### src/ctl_pkg.sv
// Purpose: shared constants and types of the chroma timing logic
// Assumes: core clock of 100 MHz
// Notes: times are kept in ns, cycle counts derived from them
package ctl_pkg;

	// ------------------------------------------------------------
	// clock and time conversion
	// ------------------------------------------------------------
	localparam int CLK_PERIOD_NS = 10;

	function automatic int cyc_up(input int ns);
		cyc_up = (ns + CLK_PERIOD_NS - 1) / CLK_PERIOD_NS;
		if (cyc_up < 1)
			cyc_up = 1;
	endfunction : cyc_up

	function automatic int cyc_down(input int ns);
		cyc_down = ns / CLK_PERIOD_NS;
		if (cyc_down < 1)
			cyc_down = 1;
	endfunction : cyc_down

	// ------------------------------------------------------------
	// line timing
	// ------------------------------------------------------------
	localparam int BG_DELAY_NS = 3600;
	localparam int BG_WIDTH_NS = 4400;
	localparam int HPULSE_NS = 4700;
	localparam int HOLDOFF_NS = 48000;
	localparam int BG_DELAY_CYC = cyc_up(BG_DELAY_NS);
	localparam int BG_WIDTH_CYC = cyc_down(BG_WIDTH_NS);
	localparam int HPULSE_CYC = cyc_down(HPULSE_NS);
	localparam int HOLDOFF_CYC = cyc_up(HOLDOFF_NS);
	localparam int TIMER_W = 16;

	// ------------------------------------------------------------
	// dividers
	// ------------------------------------------------------------
	localparam int DIV_NTSC = 320;
	localparam int DIV_OTHER = 321;
	localparam int LINE_CNT_W = 10;
	localparam int CARRIER_DIV = 8;
	localparam logic [2:0] QUARTER_STEP = 3'h2;
	localparam logic [2:0] HALF_STEP = 3'h4;
	localparam int REF_EDGES_LINE = 341;
	localparam int REF_TOL = 1;

	// ------------------------------------------------------------
	// standard select, three-level input as two bits
	// ------------------------------------------------------------
	localparam logic [1:0] STD_LVL_LOW = 2'h0;
	localparam logic [1:0] STD_LVL_MID = 2'h1;

	typedef enum logic [1:0] {CTL_NTSC, CTL_SECAM, CTL_PAL} ctl_std_t;

	function automatic ctl_std_t decode_std(input logic [1:0] lvl);
		if (lvl == STD_LVL_LOW)
			decode_std = CTL_NTSC;
		else if (lvl == STD_LVL_MID)
			decode_std = CTL_SECAM;
		else
			decode_std = CTL_PAL;
	endfunction : decode_std

endpackage : ctl_pkg

### src/ctl_carrier_if.sv
// Purpose: link between the line timing and the carrier generator
// Assumes: single clock domain
// Notes: strobes are one-cycle pulses
`timescale 1ns/10ps
`default_nettype none
interface ctl_carrier_if;
	import ctl_pkg::*;
	logic line_edge;
	logic id_pulse;
	logic playback;
	ctl_std_t std;
	logic carrier;
	modport src (output line_edge, output id_pulse, output playback, output std, input carrier);
	modport gen (input line_edge, input id_pulse, input playback, input std, output carrier);
endinterface : ctl_carrier_if
`default_nettype wire

### src/ctl_carrier_gen.sv
// Purpose: divide-by-8 colour-under carrier with four-phase shifter
// Assumes: line_edge marks each rising edge of the line oscillator
// Notes: phase held as an offset of the eighth count, one quarter = 2
`timescale 1ns/10ps
`default_nettype none
module ctl_carrier_gen
	import ctl_pkg::*;
(
	input wire logic clk,
	input wire logic rst_n,
	ctl_carrier_if.gen cif
);
	logic [2:0] div_cnt;
	logic [2:0] phase;
	logic [2:0] next_phase;
	logic [2:0] sum;
	logic [2:0] id_step;

	// ------------------------------------------------------------
	// phase selection
	// ------------------------------------------------------------
	// id step per standard
	assign id_step = (cif.std == CTL_NTSC) ? HALF_STEP :
		(cif.std == CTL_PAL) ? QUARTER_STEP : 3'h0;
	assign next_phase = (cif.playback && cif.id_pulse) ? 3'(phase + id_step) : phase;
	// divide by 8, shifted 90 degrees
	assign sum = 3'(div_cnt + phase + QUARTER_STEP);

	always_ff @(posedge clk or negedge rst_n)
	begin
		if (!rst_n)
		begin
			div_cnt <= 3'h0;
			phase <= 3'h0;
			cif.carrier <= 1'b0;
		end
		else
		begin
			if (cif.line_edge)
				div_cnt <= 3'(div_cnt + 3'h1);
			phase <= next_phase;
			cif.carrier <= sum[2];
		end
	end

	property p_phase_hold;
		@(posedge clk) disable iff (!rst_n)
		!(cif.playback && cif.id_pulse) |=> $stable(phase);
	endproperty
	a_phase_hold: assert property (p_phase_hold) else $error("phase moved without id");

	property p_ntsc_invert;
		@(posedge clk) disable iff (!rst_n)
		(cif.playback && cif.id_pulse && cif.std == CTL_NTSC)
			|=> phase == 3'($past(phase) + HALF_STEP);
	endproperty
	a_ntsc_invert: assert property (p_ntsc_invert) else $error("ntsc id did not invert");

	property p_pal_quarter;
		@(posedge clk) disable iff (!rst_n)
		(cif.playback && cif.id_pulse && cif.std == CTL_PAL)
			|=> phase == 3'($past(phase) + QUARTER_STEP);
	endproperty
	a_pal_quarter: assert property (p_pal_quarter) else $error("pal id did not step 90");

endmodule : ctl_carrier_gen
`default_nettype wire

### src/ctl_top.sv
// Purpose: line timing, dividers and pin logic of the chroma timing block
// Assumes: clk is the 100 MHz core clock; all inputs synchronous to it
// Notes: two-way pins are split into in/out/oe, oe high while driving
//
// Contract
// - divide line oscillator by 320 or 321
// - record mode drives AND of divider, line pulse
// - playback makes shared pin an ID input
// - carrier is line oscillator/8, shifted 90 degrees
// - each ID pulse in NTSC or PAL changes carrier phase, SECAM step is 0
// - NTSC inverts, PAL steps 90 degrees
// - burst gate low 3.6us after, 4.4us long
// - trim compare output floats while reference locked
// - subcarrier reference clocks all control logic; here all logic runs on clk, ref_osc_in is only sampled
// - playback AFC output prevents side lock
`timescale 1ns/10ps
`default_nettype none
module ctl_top
	import ctl_pkg::*;
#(
	parameter int HOLDOFF = HOLDOFF_CYC,
	parameter int REF_EDGES = REF_EDGES_LINE
)
(
	input wire logic clk,
	input wire logic rstn,
	input wire logic [1:0] std_level_in,
	input wire logic rec_mode,
	input wire logic comp_sync_n,
	input wire logic line_osc_in,
	input wire logic ref_osc_in,
	input wire logic tape_write_afc_pin_in,
	output logic tape_write_afc_pin_out,
	output logic tape_write_afc_pin_oe,
	output logic osc_trim_compare_out,
	output logic osc_trim_compare_oe,
	output logic burst_gate_n,
	output logic color_under_carrier_out,
	output logic playback_afc_out
);
	initial
	begin
		if (HOLDOFF < 1 || HOLDOFF >= (1 << TIMER_W) || REF_EDGES < 2 || REF_EDGES > 1000)
			$error("ctl_top: parameter out of range");
	end

	typedef enum logic [1:0] {BG_IDLE, BG_DELAY, BG_GATE} ctl_bg_t;

	// ------------------------------------------------------------
	// reset release
	// ------------------------------------------------------------
	logic [1:0] rst_sync;
	logic rst_n;
	always_ff @(posedge clk or negedge rstn)
	begin
		if (!rstn)
			rst_sync <= 2'b00;
		else
			rst_sync <= {rst_sync[0], 1'b1};
	end
	assign rst_n = rst_sync[1];

	// ------------------------------------------------------------
	// edges and decode
	// ------------------------------------------------------------
	logic sync_d, line_d, ref_d, id_d;
	logic sync_fall, line_edge, ref_edge, id_edge;
	ctl_std_t std;
	logic [LINE_CNT_W-1:0] div_n;
	assign std = decode_std(std_level_in);
	assign div_n = (std == CTL_NTSC) ? LINE_CNT_W'(DIV_NTSC) : LINE_CNT_W'(DIV_OTHER);
	assign sync_fall = sync_d && !comp_sync_n;
	assign line_edge = line_osc_in && !line_d;
	assign ref_edge = ref_osc_in && !ref_d;
	// id sampled only in playback
	// our own last record level must not pass for an id at the mode switch
	assign id_edge = !rec_mode && !tape_write_afc_pin_oe && tape_write_afc_pin_in && !id_d;

	always_ff @(posedge clk or negedge rst_n)
	begin
		if (!rst_n)
		begin
			// low so a sync already low at release is no false line start
			sync_d <= 1'b0;
			line_d <= 1'b0;
			ref_d <= 1'b0;
			id_d <= 1'b0;
		end
		else
		begin
			sync_d <= comp_sync_n;
			line_d <= line_osc_in;
			ref_d <= ref_osc_in;
			id_d <= tape_write_afc_pin_in;
		end
	end

	// ------------------------------------------------------------
	// line pulse from composite sync
	// ------------------------------------------------------------
	logic [TIMER_W-1:0] holdoff_cnt;
	logic [TIMER_W-1:0] hp_cnt;
	logic h_start, h_level;
	assign h_start = sync_fall && (holdoff_cnt == '0);
	assign h_level = hp_cnt != '0;

	always_ff @(posedge clk or negedge rst_n)
	begin
		if (!rst_n)
		begin
			holdoff_cnt <= '0;
			hp_cnt <= '0;
		end
		else
		begin
			if (h_start)
				holdoff_cnt <= TIMER_W'(HOLDOFF);
			else if (holdoff_cnt != '0)
				holdoff_cnt <= holdoff_cnt - 1'b1;
			if (h_start)
				hp_cnt <= TIMER_W'(HPULSE_CYC);
			else if (h_level)
				hp_cnt <= hp_cnt - 1'b1;
		end
	end

	// ------------------------------------------------------------
	// burst gate
	// ------------------------------------------------------------
	ctl_bg_t bg_state, next_bg_state;
	logic [TIMER_W-1:0] bg_cnt;
	logic bg_done;
	assign bg_done = bg_cnt == '0;

	always_comb
	begin
		next_bg_state = bg_state;
		case (bg_state)
			BG_IDLE:
				if (h_start)
					next_bg_state = BG_DELAY;
			BG_DELAY:
				if (bg_done)
					next_bg_state = BG_GATE;
			BG_GATE:
				if (bg_done)
					next_bg_state = BG_IDLE;
			default:
				next_bg_state = BG_IDLE;
		endcase
	end

	always_ff @(posedge clk or negedge rst_n)
	begin
		if (!rst_n)
		begin
			bg_state <= BG_IDLE;
			bg_cnt <= '0;
			burst_gate_n <= 1'b1;
		end
		else
		begin
			bg_state <= next_bg_state;
			if (bg_state == BG_IDLE && h_start)
				bg_cnt <= TIMER_W'(BG_DELAY_CYC - 1);
			else if (bg_state == BG_DELAY && bg_done)
				bg_cnt <= TIMER_W'(BG_WIDTH_CYC - 1);
			else if (!bg_done)
				bg_cnt <= bg_cnt - 1'b1;
			burst_gate_n <= next_bg_state != BG_GATE;
		end
	end

	// ------------------------------------------------------------
	// line-rate divider, record AFC, side lock guard
	// ------------------------------------------------------------
	logic [LINE_CNT_W-1:0] div_cnt;
	logic [LINE_CNT_W-1:0] line_edges;
	logic div_sq;
	assign div_sq = div_cnt < (div_n >> 1);

	always_ff @(posedge clk or negedge rst_n)
	begin
		if (!rst_n)
		begin
			div_cnt <= '0;
			line_edges <= '0;
			tape_write_afc_pin_out <= 1'b0;
			tape_write_afc_pin_oe <= 1'b0;
			playback_afc_out <= 1'b0;
		end
		else
		begin
			if (line_edge)
				div_cnt <= (div_cnt >= div_n - 1'b1) ? '0 : div_cnt + 1'b1;
			if (h_start)
				line_edges <= '0;
			else if (line_edge && line_edges != '1)
				line_edges <= line_edges + 1'b1;
			// and of divider and line pulse
			tape_write_afc_pin_out <= rec_mode && div_sq && h_level;
			tape_write_afc_pin_oe <= rec_mode;
			// push oscillator up when short of edges
			if (rec_mode)
				playback_afc_out <= 1'b0;
			else if (h_start)
				playback_afc_out <= line_edges < div_n;
		end
	end

	// ------------------------------------------------------------
	// reference lock and trim comparison
	// ------------------------------------------------------------
	logic [LINE_CNT_W-1:0] ref_edges;
	logic ref_in_range, ref_locked;
	assign ref_in_range = (int'(ref_edges) >= REF_EDGES - REF_TOL) &&
		(int'(ref_edges) <= REF_EDGES + REF_TOL);

	always_ff @(posedge clk or negedge rst_n)
	begin
		if (!rst_n)
		begin
			ref_edges <= '0;
			ref_locked <= 1'b0;
			osc_trim_compare_out <= 1'b0;
			osc_trim_compare_oe <= 1'b1;
		end
		else
		begin
			if (h_start)
				ref_edges <= '0;
			else if (ref_edge && ref_edges != '1)
				ref_edges <= ref_edges + 1'b1;
			if (h_start)
				ref_locked <= ref_in_range;
			osc_trim_compare_out <= ref_osc_in ^ div_sq;
			osc_trim_compare_oe <= !ref_locked;
		end
	end

	// ------------------------------------------------------------
	// colour-under carrier
	// ------------------------------------------------------------
	ctl_carrier_if cif ();
	assign cif.line_edge = line_edge;
	assign cif.id_pulse = id_edge;
	assign cif.playback = !rec_mode;
	assign cif.std = std;

	ctl_carrier_gen u_carrier (
		.clk(clk),
		.rst_n(rst_n),
		.cif(cif)
	);

	always_ff @(posedge clk or negedge rst_n)
	begin
		if (!rst_n)
			color_under_carrier_out <= 1'b0;
		else
			color_under_carrier_out <= cif.carrier;
	end

	// ------------------------------------------------------------
	// checks
	// ------------------------------------------------------------
	property p_div_wrap;
		@(posedge clk) disable iff (!rst_n)
		(line_edge && div_cnt == div_n - 1'b1) |=> div_cnt == '0;
	endproperty
	a_div_wrap: assert property (p_div_wrap) else $error("divider did not wrap");

	property p_rec_and;
		@(posedge clk) disable iff (!rst_n)
		1'b1 |=> tape_write_afc_pin_out == $past(rec_mode && div_sq && h_level);
	endproperty
	a_rec_and: assert property (p_rec_and) else $error("record afc not the and");

	property p_pb_release;
		@(posedge clk) disable iff (!rst_n)
		!rec_mode [*2] |-> !tape_write_afc_pin_oe && !tape_write_afc_pin_out;
	endproperty
	a_pb_release: assert property (p_pb_release) else $error("pin driven in playback");

	logic [TIMER_W-1:0] bg_age;
	always_ff @(posedge clk or negedge rst_n)
	begin
		if (!rst_n)
			bg_age <= '0;
		else if (bg_state == BG_IDLE && h_start)
			bg_age <= TIMER_W'(1);
		else if (bg_age != '0 && bg_age <= TIMER_W'(BG_DELAY_CYC + BG_WIDTH_CYC))
			bg_age <= bg_age + 1'b1;
		else
			bg_age <= '0;
	end

	property p_bg_timing;
		@(posedge clk) disable iff (!rst_n)
		(bg_age != '0) |-> burst_gate_n == !(bg_age > TIMER_W'(BG_DELAY_CYC) &&
			bg_age <= TIMER_W'(BG_DELAY_CYC + BG_WIDTH_CYC));
	endproperty
	a_bg_timing: assert property (p_bg_timing) else $error("burst gate timing wrong");

	property p_trim_float;
		@(posedge clk) disable iff (!rst_n)
		ref_locked |=> !osc_trim_compare_oe;
	endproperty
	a_trim_float: assert property (p_trim_float) else $error("trim output driven while locked");

	property p_one_pulse;
		@(posedge clk) disable iff (!rst_n)
		h_start |=> !h_start [*8];
	endproperty
	a_one_pulse: assert property (p_one_pulse) else $error("line pulse repeated");

	property p_side_lock;
		@(posedge clk) disable iff (!rst_n)
		(!rec_mode && h_start) |=> playback_afc_out == ($past(line_edges) < $past(div_n));
	endproperty
	a_side_lock: assert property (p_side_lock) else $error("playback afc wrong");

endmodule : ctl_top
`default_nettype wire

### config.mk
export PLATFORM = sky130hd
export DESIGN_NAME = ctl_top
export DESIGN_NICKNAME = d
export VERILOG_FILES = /design/src/ctl_pkg.sv /design/src/ctl_carrier_if.sv /design/src/ctl_carrier_gen.sv /design/src/ctl_top.sv
export SDC_FILE = /design/constraint.sdc
export NUM_CORES = 1
export LEC_CHECK = 0
export BUFFER_PORTS_ARGS = -buffer_cell sky130_fd_sc_hd__buf_2
export CAP_MARGIN = 20
export CORE_MARGIN = 2
export CORE_UTILIZATION = 50
export DETAILED_ROUTE_END_ITERATION = 12
export MAX_ROUTING_LAYER = met4
export PLACE_DENSITY = 0.77
export SYNTH_ARGS = -nofsm -noshare
export SYNTH_HDL_FRONTEND = slang
export SYNTH_SLANG_ARGS = --single-unit
export TNS_END_PERCENT = 50
### constraint.sdc
create_clock -name clk -period 3.3 [get_ports clk]
set_clock_uncertainty 0.05 [all_clocks]
set_input_delay 0.33 -clock clk [delete_from_list [all_inputs] [get_ports clk]]
set_output_delay 0.33 -clock clk [all_outputs]
set_load 0.005 [all_outputs]
==> flow_summary.ini, run 1 <==
[finish]
mostFrequentLayoutCell = sky130_fd_sc_hd__dfrtp_1
layout-drive-gt1-share_pct = 9.17
layout-area-overhead-vs-synth_pct = 9.13
final_core_utilization_pct = 55.3
final_cell_area_um2 = 5610
final_cell_count_no_fill = 692
diodes = 0
most-common-layout-cells = sky130_fd_sc_hd__dfrtp_1 (97), sky130_fd_sc_hd__nor2_1 (61), sky130_fd_sc_hd__nand2_1 (54)
finish.net_count = 578

[critical_path]
cp-end-kind = register
critical_path.cell_chain = inv_1, ha_1, nor4b_4, nand4_2, or2_1, or4b_1, a21oi_1
critical_path.top_delay_family = simple AND/OR/NAND/NOR gates
r2r_start = holdoff_cnt[0]
timing.critical_path.slowest_cell_delay_ns = 0.50
crit_fanout = 15
crit_type = reg2reg
timing.critical_path.from_type = register
worst-r2r-cell-count = 7
cp_num_buf_inv = 1
worst_setup_path_startpoint = holdoff_cnt[0]
cp_data_arrival_time_ns = 2.78
cp_data_required_time_ns = 3.54
crit_path_top_delay_cell = sky130_fd_sc_hd__or4b_1
setup.reg_to_reg.worst_slack_ns = 0.76
worstReg2RegEnd = playback_afc_out
cp_num_cells = 7

[synthesis]
ys.flop_type = sky130_fd_sc_hd__dfrtp_1
synth_edf_count = 0
fraction_of_the_mapped_netlist_area_in_simple_logic_gates_pct = 25.6
synth.largest_area_cell = sky130_fd_sc_hd__dfrtp_1
synth_top_cells_by_area = sky130_fd_sc_hd__dfrtp_1 (48%), sky130_fd_sc_hd__nor2_1 (4.5%), sky130_fd_sc_hd__xnor2_1 (4.4%)
yosysSeqAreaShare_pct = 48.7
synthesis.instances = 528
synth.net_count = 555
async_reset_ff_share_pct = 100
yosys.cell_types.count = 59
syn_area_um2 = 5140
yosysWarningCount = 0
synth.top_cell.area_share_pct = 47.7
largest_family_of_logic_cells_by_synthesized_area = simple AND/OR/NAND/NOR gates
synth_xor_area_share_pct = 7.16
synth_compound_gate_area_share_pct = 10.0
fraction_of_synthesized_area_in_multiplexers_pct = 1.78
mean_cell_area_of_the_mapped_netlist_um2 = 9.73
synth.ff_latch_count = 100
synth-adder-area-share_pct = 4.38

[route]
drt_pass1_iterations = 5
drt_iter0_markers = 171
drt_wl_total_mm = 9.79
drt_via_density = 5.60
avgRoutedWirePerCell_um = 14.2
drc = 0
dr_total_vias = 3878
route.antenna.remaining_nets = 0

[clock_network]
cts_tree = built
cts-resized-gates = 0
worst_skew_pair.late_latency_ns = 0.37
post_cts_buffers = 0
cts_buffers = 9
htreeDepth = 3
cts-root-to-sink-buffers = 2
clk_root_buffer_cell = sky130_fd_sc_hd__clkbuf_8
cts_hold_buffers = 1
cts.sink_count = 100
clk_transition_reported_paths_ns = 0.10

[sta]
worst_slew_margin_rel_pct = 60.1
timing.fmax_ghz = 0.394
setup_total_negative_slack_ns = 0
post-route-period-util_pct = 76.9
setup_viols_final = 0
tightest_pin_transition_ns = 0.593
final_hold_viol_count = 0
grt_setup_unrepaired = no
final_max_slew_viol_count = 0
final_period_minus_worst_setup_slack_ns = 2.54

[pwr]
p_leak_uw = 0.00230
powerDensity_nw_per_um2 = 520
ir_drop_v = 0.000404

[grt]
grt_pass1_vias = 3941
global_route_congestion_overflow_total = 0
largest_net_degree_at_the_start_of_global_routing = 46
grt_antenna_before_repair = 0
grt_pass1_wl_mm = 17.5
grt_util_all_layers_pct = 19.8

[placement]
routabilityCongestion = 0.882
place_hpwl_mm = 7.01
numPlacedInstances = 675
dpl_cell_area_um2 = 5390
portBuffers = 15

[die]
die-width_um = 105
num_rows = 37
die_h_um = 105
die-area_um2 = 11100
initial_core_util_pct = 50.7
design.core.area_um2 = 10100
num_io_pins = 16

[hold_path]
holdCritPathClass = in2reg
hold_end = id_d
hold_path.startpoint = tape_write_afc_pin_in
timing.hold.worst_path_depth = 1

[flow_run]
drv_cap = 0

[status]
run_status = completed
-- cells by family (layout without fill, tap and decap cells) --
group,count (synthesis),count (layout)
simple gates,248,248
flops,100,100
compound gates,81,81
xor+xnor,42,42
buf+inv,29,57
fa+ha+maj,18,18
mux,9,9
other cells,1,1
-- where the power goes --
group	total [uW]	switching, uW	internal [uW]
clock	830	402	428
sequential	1580	196	1390
combinational	502	264	237
total	2920	862	2050
-- worst max-delay path by stage --
stage / end / slack (ns)
finish: playback_afc_out / 0.76
global route: playback_afc_out / 0.53
CTS: playback_afc_out / 0.77
detailed placement: div_cnt[1] / 0.69
global placement: div_cnt[1] / 0.86
floorplan: bg_cnt[0] / 0.26
-- routing by layer --
layer | up-vias | global-route usage (%) | part of all wire, %
li1 | 1920 | - | -
met1 | 1868 | 25.2 | 46
met2 | 76 | 31.7 | 49
met3 | 14 | 4.14 | 3.5
met4 | 0 | 6.86 | 1.6
met5 | - | - | 0
-- stage by stage --
| stage | hold slack (ns) | setup slack, ns | total power [uW] |
|---|---|---|---|
| 6_report | 0.0214 | 0.761 | 2920 |
| 5_1_grt | 0.00864 | 0.533 | 3090 |
| 4_1_cts | 0.00570 | 0.774 | 2940 |
| 3_5_place_dp | 0.0687 | 0.692 | 2110 |
| 3_3_place_gp | 0.0657 | 0.855 | 2070 |
| 2_1_floorplan | -0.0156 | 0.262 | 1940 |
-- sequential cells by signal, summed over array words and instances (netlist names), 2 cells and up --
register	cells
line_edges	10
u_carrier.div_cnt	3
bg_state	2
u_carrier.phase	2
holdoff_cnt	16
hp_cnt	16
ref_edges	10
rst_sync	2
bg_cnt	16
div_cnt	10
-- final cells by class --
| type | instances | area, um2 |
|---|---|---|
| fillers | 857 | 4530 |
| multi-input cells | 399 | 2520 |
| flip-flops and latches | 100 | 2510 |
| well taps | 136 | 170 |
| clock buffers | 12 | 135 |
| repair buffers | 22 | 130 |
| clock inverters | 4 | 75.1 |
| inverters | 19 | 71.3 |
-- synth_stat cells (6+ instances only) --
library cell                instances
sky130_fd_sc_hd__dfrtp_1           98
sky130_fd_sc_hd__nor2_1            61
sky130_fd_sc_hd__nand2_1           54
sky130_fd_sc_hd__a21oi_1           28
sky130_fd_sc_hd__nor3_1            28
sky130_fd_sc_hd__xnor2_1           26
sky130_fd_sc_hd__o21ai_0           20
sky130_fd_sc_hd__inv_1             19
sky130_fd_sc_hd__ha_1              18
sky130_fd_sc_hd__nand3_1           18
sky130_fd_sc_hd__xor2_1            16
sky130_fd_sc_hd__nand4_1           14
sky130_fd_sc_hd__or3_1             13
sky130_fd_sc_hd__nor4_1            12
sky130_fd_sc_hd__clkbuf_1           9
sky130_fd_sc_hd__mux2i_1            8
sky130_fd_sc_hd__nand2b_1           8
sky130_fd_sc_hd__o2111ai_1          6
No activity file was read; power rests on OpenSTA's default activity.
==> run 2, diff against run 1 <==
- PLACE_DENSITY: 0.77 -> 0.8
- clock period: 3.3 -> 2.1 ns (I/O delays scaled with it)
==> flow_summary.ini, run 2 (synthesis results as in run 1) <==
[clock_network]
clk_root_buffer_cell = sky130_fd_sc_hd__clkbuf_8
worst_skew_pair.late_latency_ns = 0.37
clk_transition_reported_paths_ns = 0.10
cts.sink_count = 100
cts_buffers = 9
htreeDepth = 3
cts-root-to-sink-buffers = 2
cts_tree = built

[status]
run_status = completed

[pwr]
p_total_uw = 4500
p_sw_share_pct = 31.9
p_leak_uw = 0.00242
pwr-share-comb_pct = 18.8
seq_power_share_pct = 55.4
internal-power_uw = 3060
power.clock.fraction_pct = 25.8
powerDensity_nw_per_um2 = 767
total_net_switching_power_uw = 1430
ir_drop_v = 0.000594

[route]
dr_total_vias = 4130
routed-wl-met2_mm = 5.20
drt_pass1_iterations = 4
drt_via_density = 5.75
route.antenna.remaining_nets = 0
detailroute.wirelength.met3_um = 395
drt_iter0_markers = 241
drc = 0
avgRoutedWirePerCell_um = 14.7
top_signal_layer_used = met4
drt_wl_total_mm = 10.5
route.layer.met1.wl_mm = 4.74

[sta]
setup_total_negative_slack_ns = 0
timing.fmax_ghz = 0.493
post-route-period-util_pct = 96.6
final_max_slew_viol_count = 0
final_hold_viol_count = 0
final_period_minus_worst_setup_slack_ns = 2.03
tightest_pin_transition_ns = 0.629
setup_viols_final = 0
worst_slew_margin_rel_pct = 57.8

[critical_path]
critical_path.cell_chain = inv_2, ha_2, nor4b_4, nand4_2, or2_4, or4b_1, a21oi_1
timing.critical_path.from_type = register
crit_path_top_delay_cell = sky130_fd_sc_hd__or4b_1
critical_path.top_delay_family = simple AND/OR/NAND/NOR gates
crit_type = reg2reg
timing.critical_path.slowest_cell_delay_ns = 0.47
cp_data_required_time_ns = 2.36
crit_fanout = 4
cp_data_arrival_time_ns = 2.29
cp_num_buf_inv = 1
cp-end-kind = register

[placement]
portBuffers = 15
routabilityCongestion = 0.909
place_hpwl_mm = 7.35

[grt]
grt_pass1_wl_mm = 18.8
grt_antenna_before_repair = 0
largest_net_degree_at_the_start_of_global_routing = 48
grt_util_all_layers_pct = 21.2
global_route_congestion_overflow_total = 0
grt_pass1_vias = 4097

[finish]
finish.net_count = 604
most-common-layout-cells = sky130_fd_sc_hd__dfrtp_1 (96), sky130_fd_sc_hd__nor2_1 (59), sky130_fd_sc_hd__nand2_1 (54)
layout-area-overhead-vs-synth_pct = 14.1
top_regs = bg_cnt: 16 flops, holdoff_cnt: 16 flops, hp_cnt: 16 flops
diodes = 0
layout_filler_cell_count = 849
final_core_utilization_pct = 57.9
layout-drive-gt1-share_pct = 14.8
mostFrequentLayoutCell = sky130_fd_sc_hd__dfrtp_1

[flow_run]
drv_cap = 0

[hold_path]
holdCritPathClass = in2async

[die]
initial_core_util_pct = 50.7
die_h_um = 105
die-area_um2 = 11100
design.core.area_um2 = 10100
num_io_pins = 16
num_rows = 37
die-width_um = 105
## run 2: path summary, 6_finish.rpt
path	start	endpoint	slack, ns	depth (start not counted)
setup / recovery	holdoff_cnt[1]	playback_afc_out	0.07	7
hold / removal	rstn	rst_sync[1]	0.12	2
setup reg to reg	holdoff_cnt[1]	playback_afc_out	0.07	7
hold reg to reg	rst_sync[1]	sync_d	0.29	0
max in group asynchronous	rst_sync[1]	osc_trim_compare_oe	1.06	1
min in group clk	std_level_in[1]	u_carrier.phase[1]	0.15	3
## run 2: power groups by stage
stage / logic [uW] / clock network (uW) / registers (uW)
floorplan: 592 / 0 / 2450
global placement: 759 / 0 / 2500
detailed placement: 810 / 0 / 2510
CTS: 825 / 1210 / 2480
global route: 984 / 1300 / 2530
finish: 845 / 1160 / 2490
## run 2: per-layer routing
| metal | global-route usage (%) | vias up |
|---|---|---|
| li1 | - | 1978 |
| met1 | 26.6 | 2046 |
| met2 | 34.1 | 86 |
| met3 | 5.63 | 20 |
| met4 | 5.90 | 0 |
| met5 | - | - |
## run 2: final cells by class
type,count,area (um2),share of cell area (%)
clock buffers,10,138,2.35
clock inverters,6,46.3,0.789
inverters,19,71.3,1.22
multi-input cells,399,2570,43.8
flip-flops and latches,100,2510,42.8
well taps,136,170,2.90
repair buffers,48,363,6.18
## run 2: repair_timing
action | in CTS | in global routing
resized for setup | 0 | 15
pin swaps | 1 | 4
hold buffers | 6 | 0
setup endpoints to repair | 1 | 20
endpoints found under the hold margin | 8 | 0
setup buffers | 1 | 2
## run 2: through the flow
stage / instance area, um2 / cells / worst slack (ns) / hold slack (ns)
floorplan: 5140 / 528 / 0.00636 / -0.136
global placement: 5550 / 693 / 0.102 / -0.0544
detailed placement: 5550 / 693 / -0.0147 / -0.0519
CTS: 5800 / 716 / 0.00756 / 0.0753
global route: 5870 / 718 / -0.0214 / 0.0875
finish: 5870 / 718 / 0.0713 / 0.115
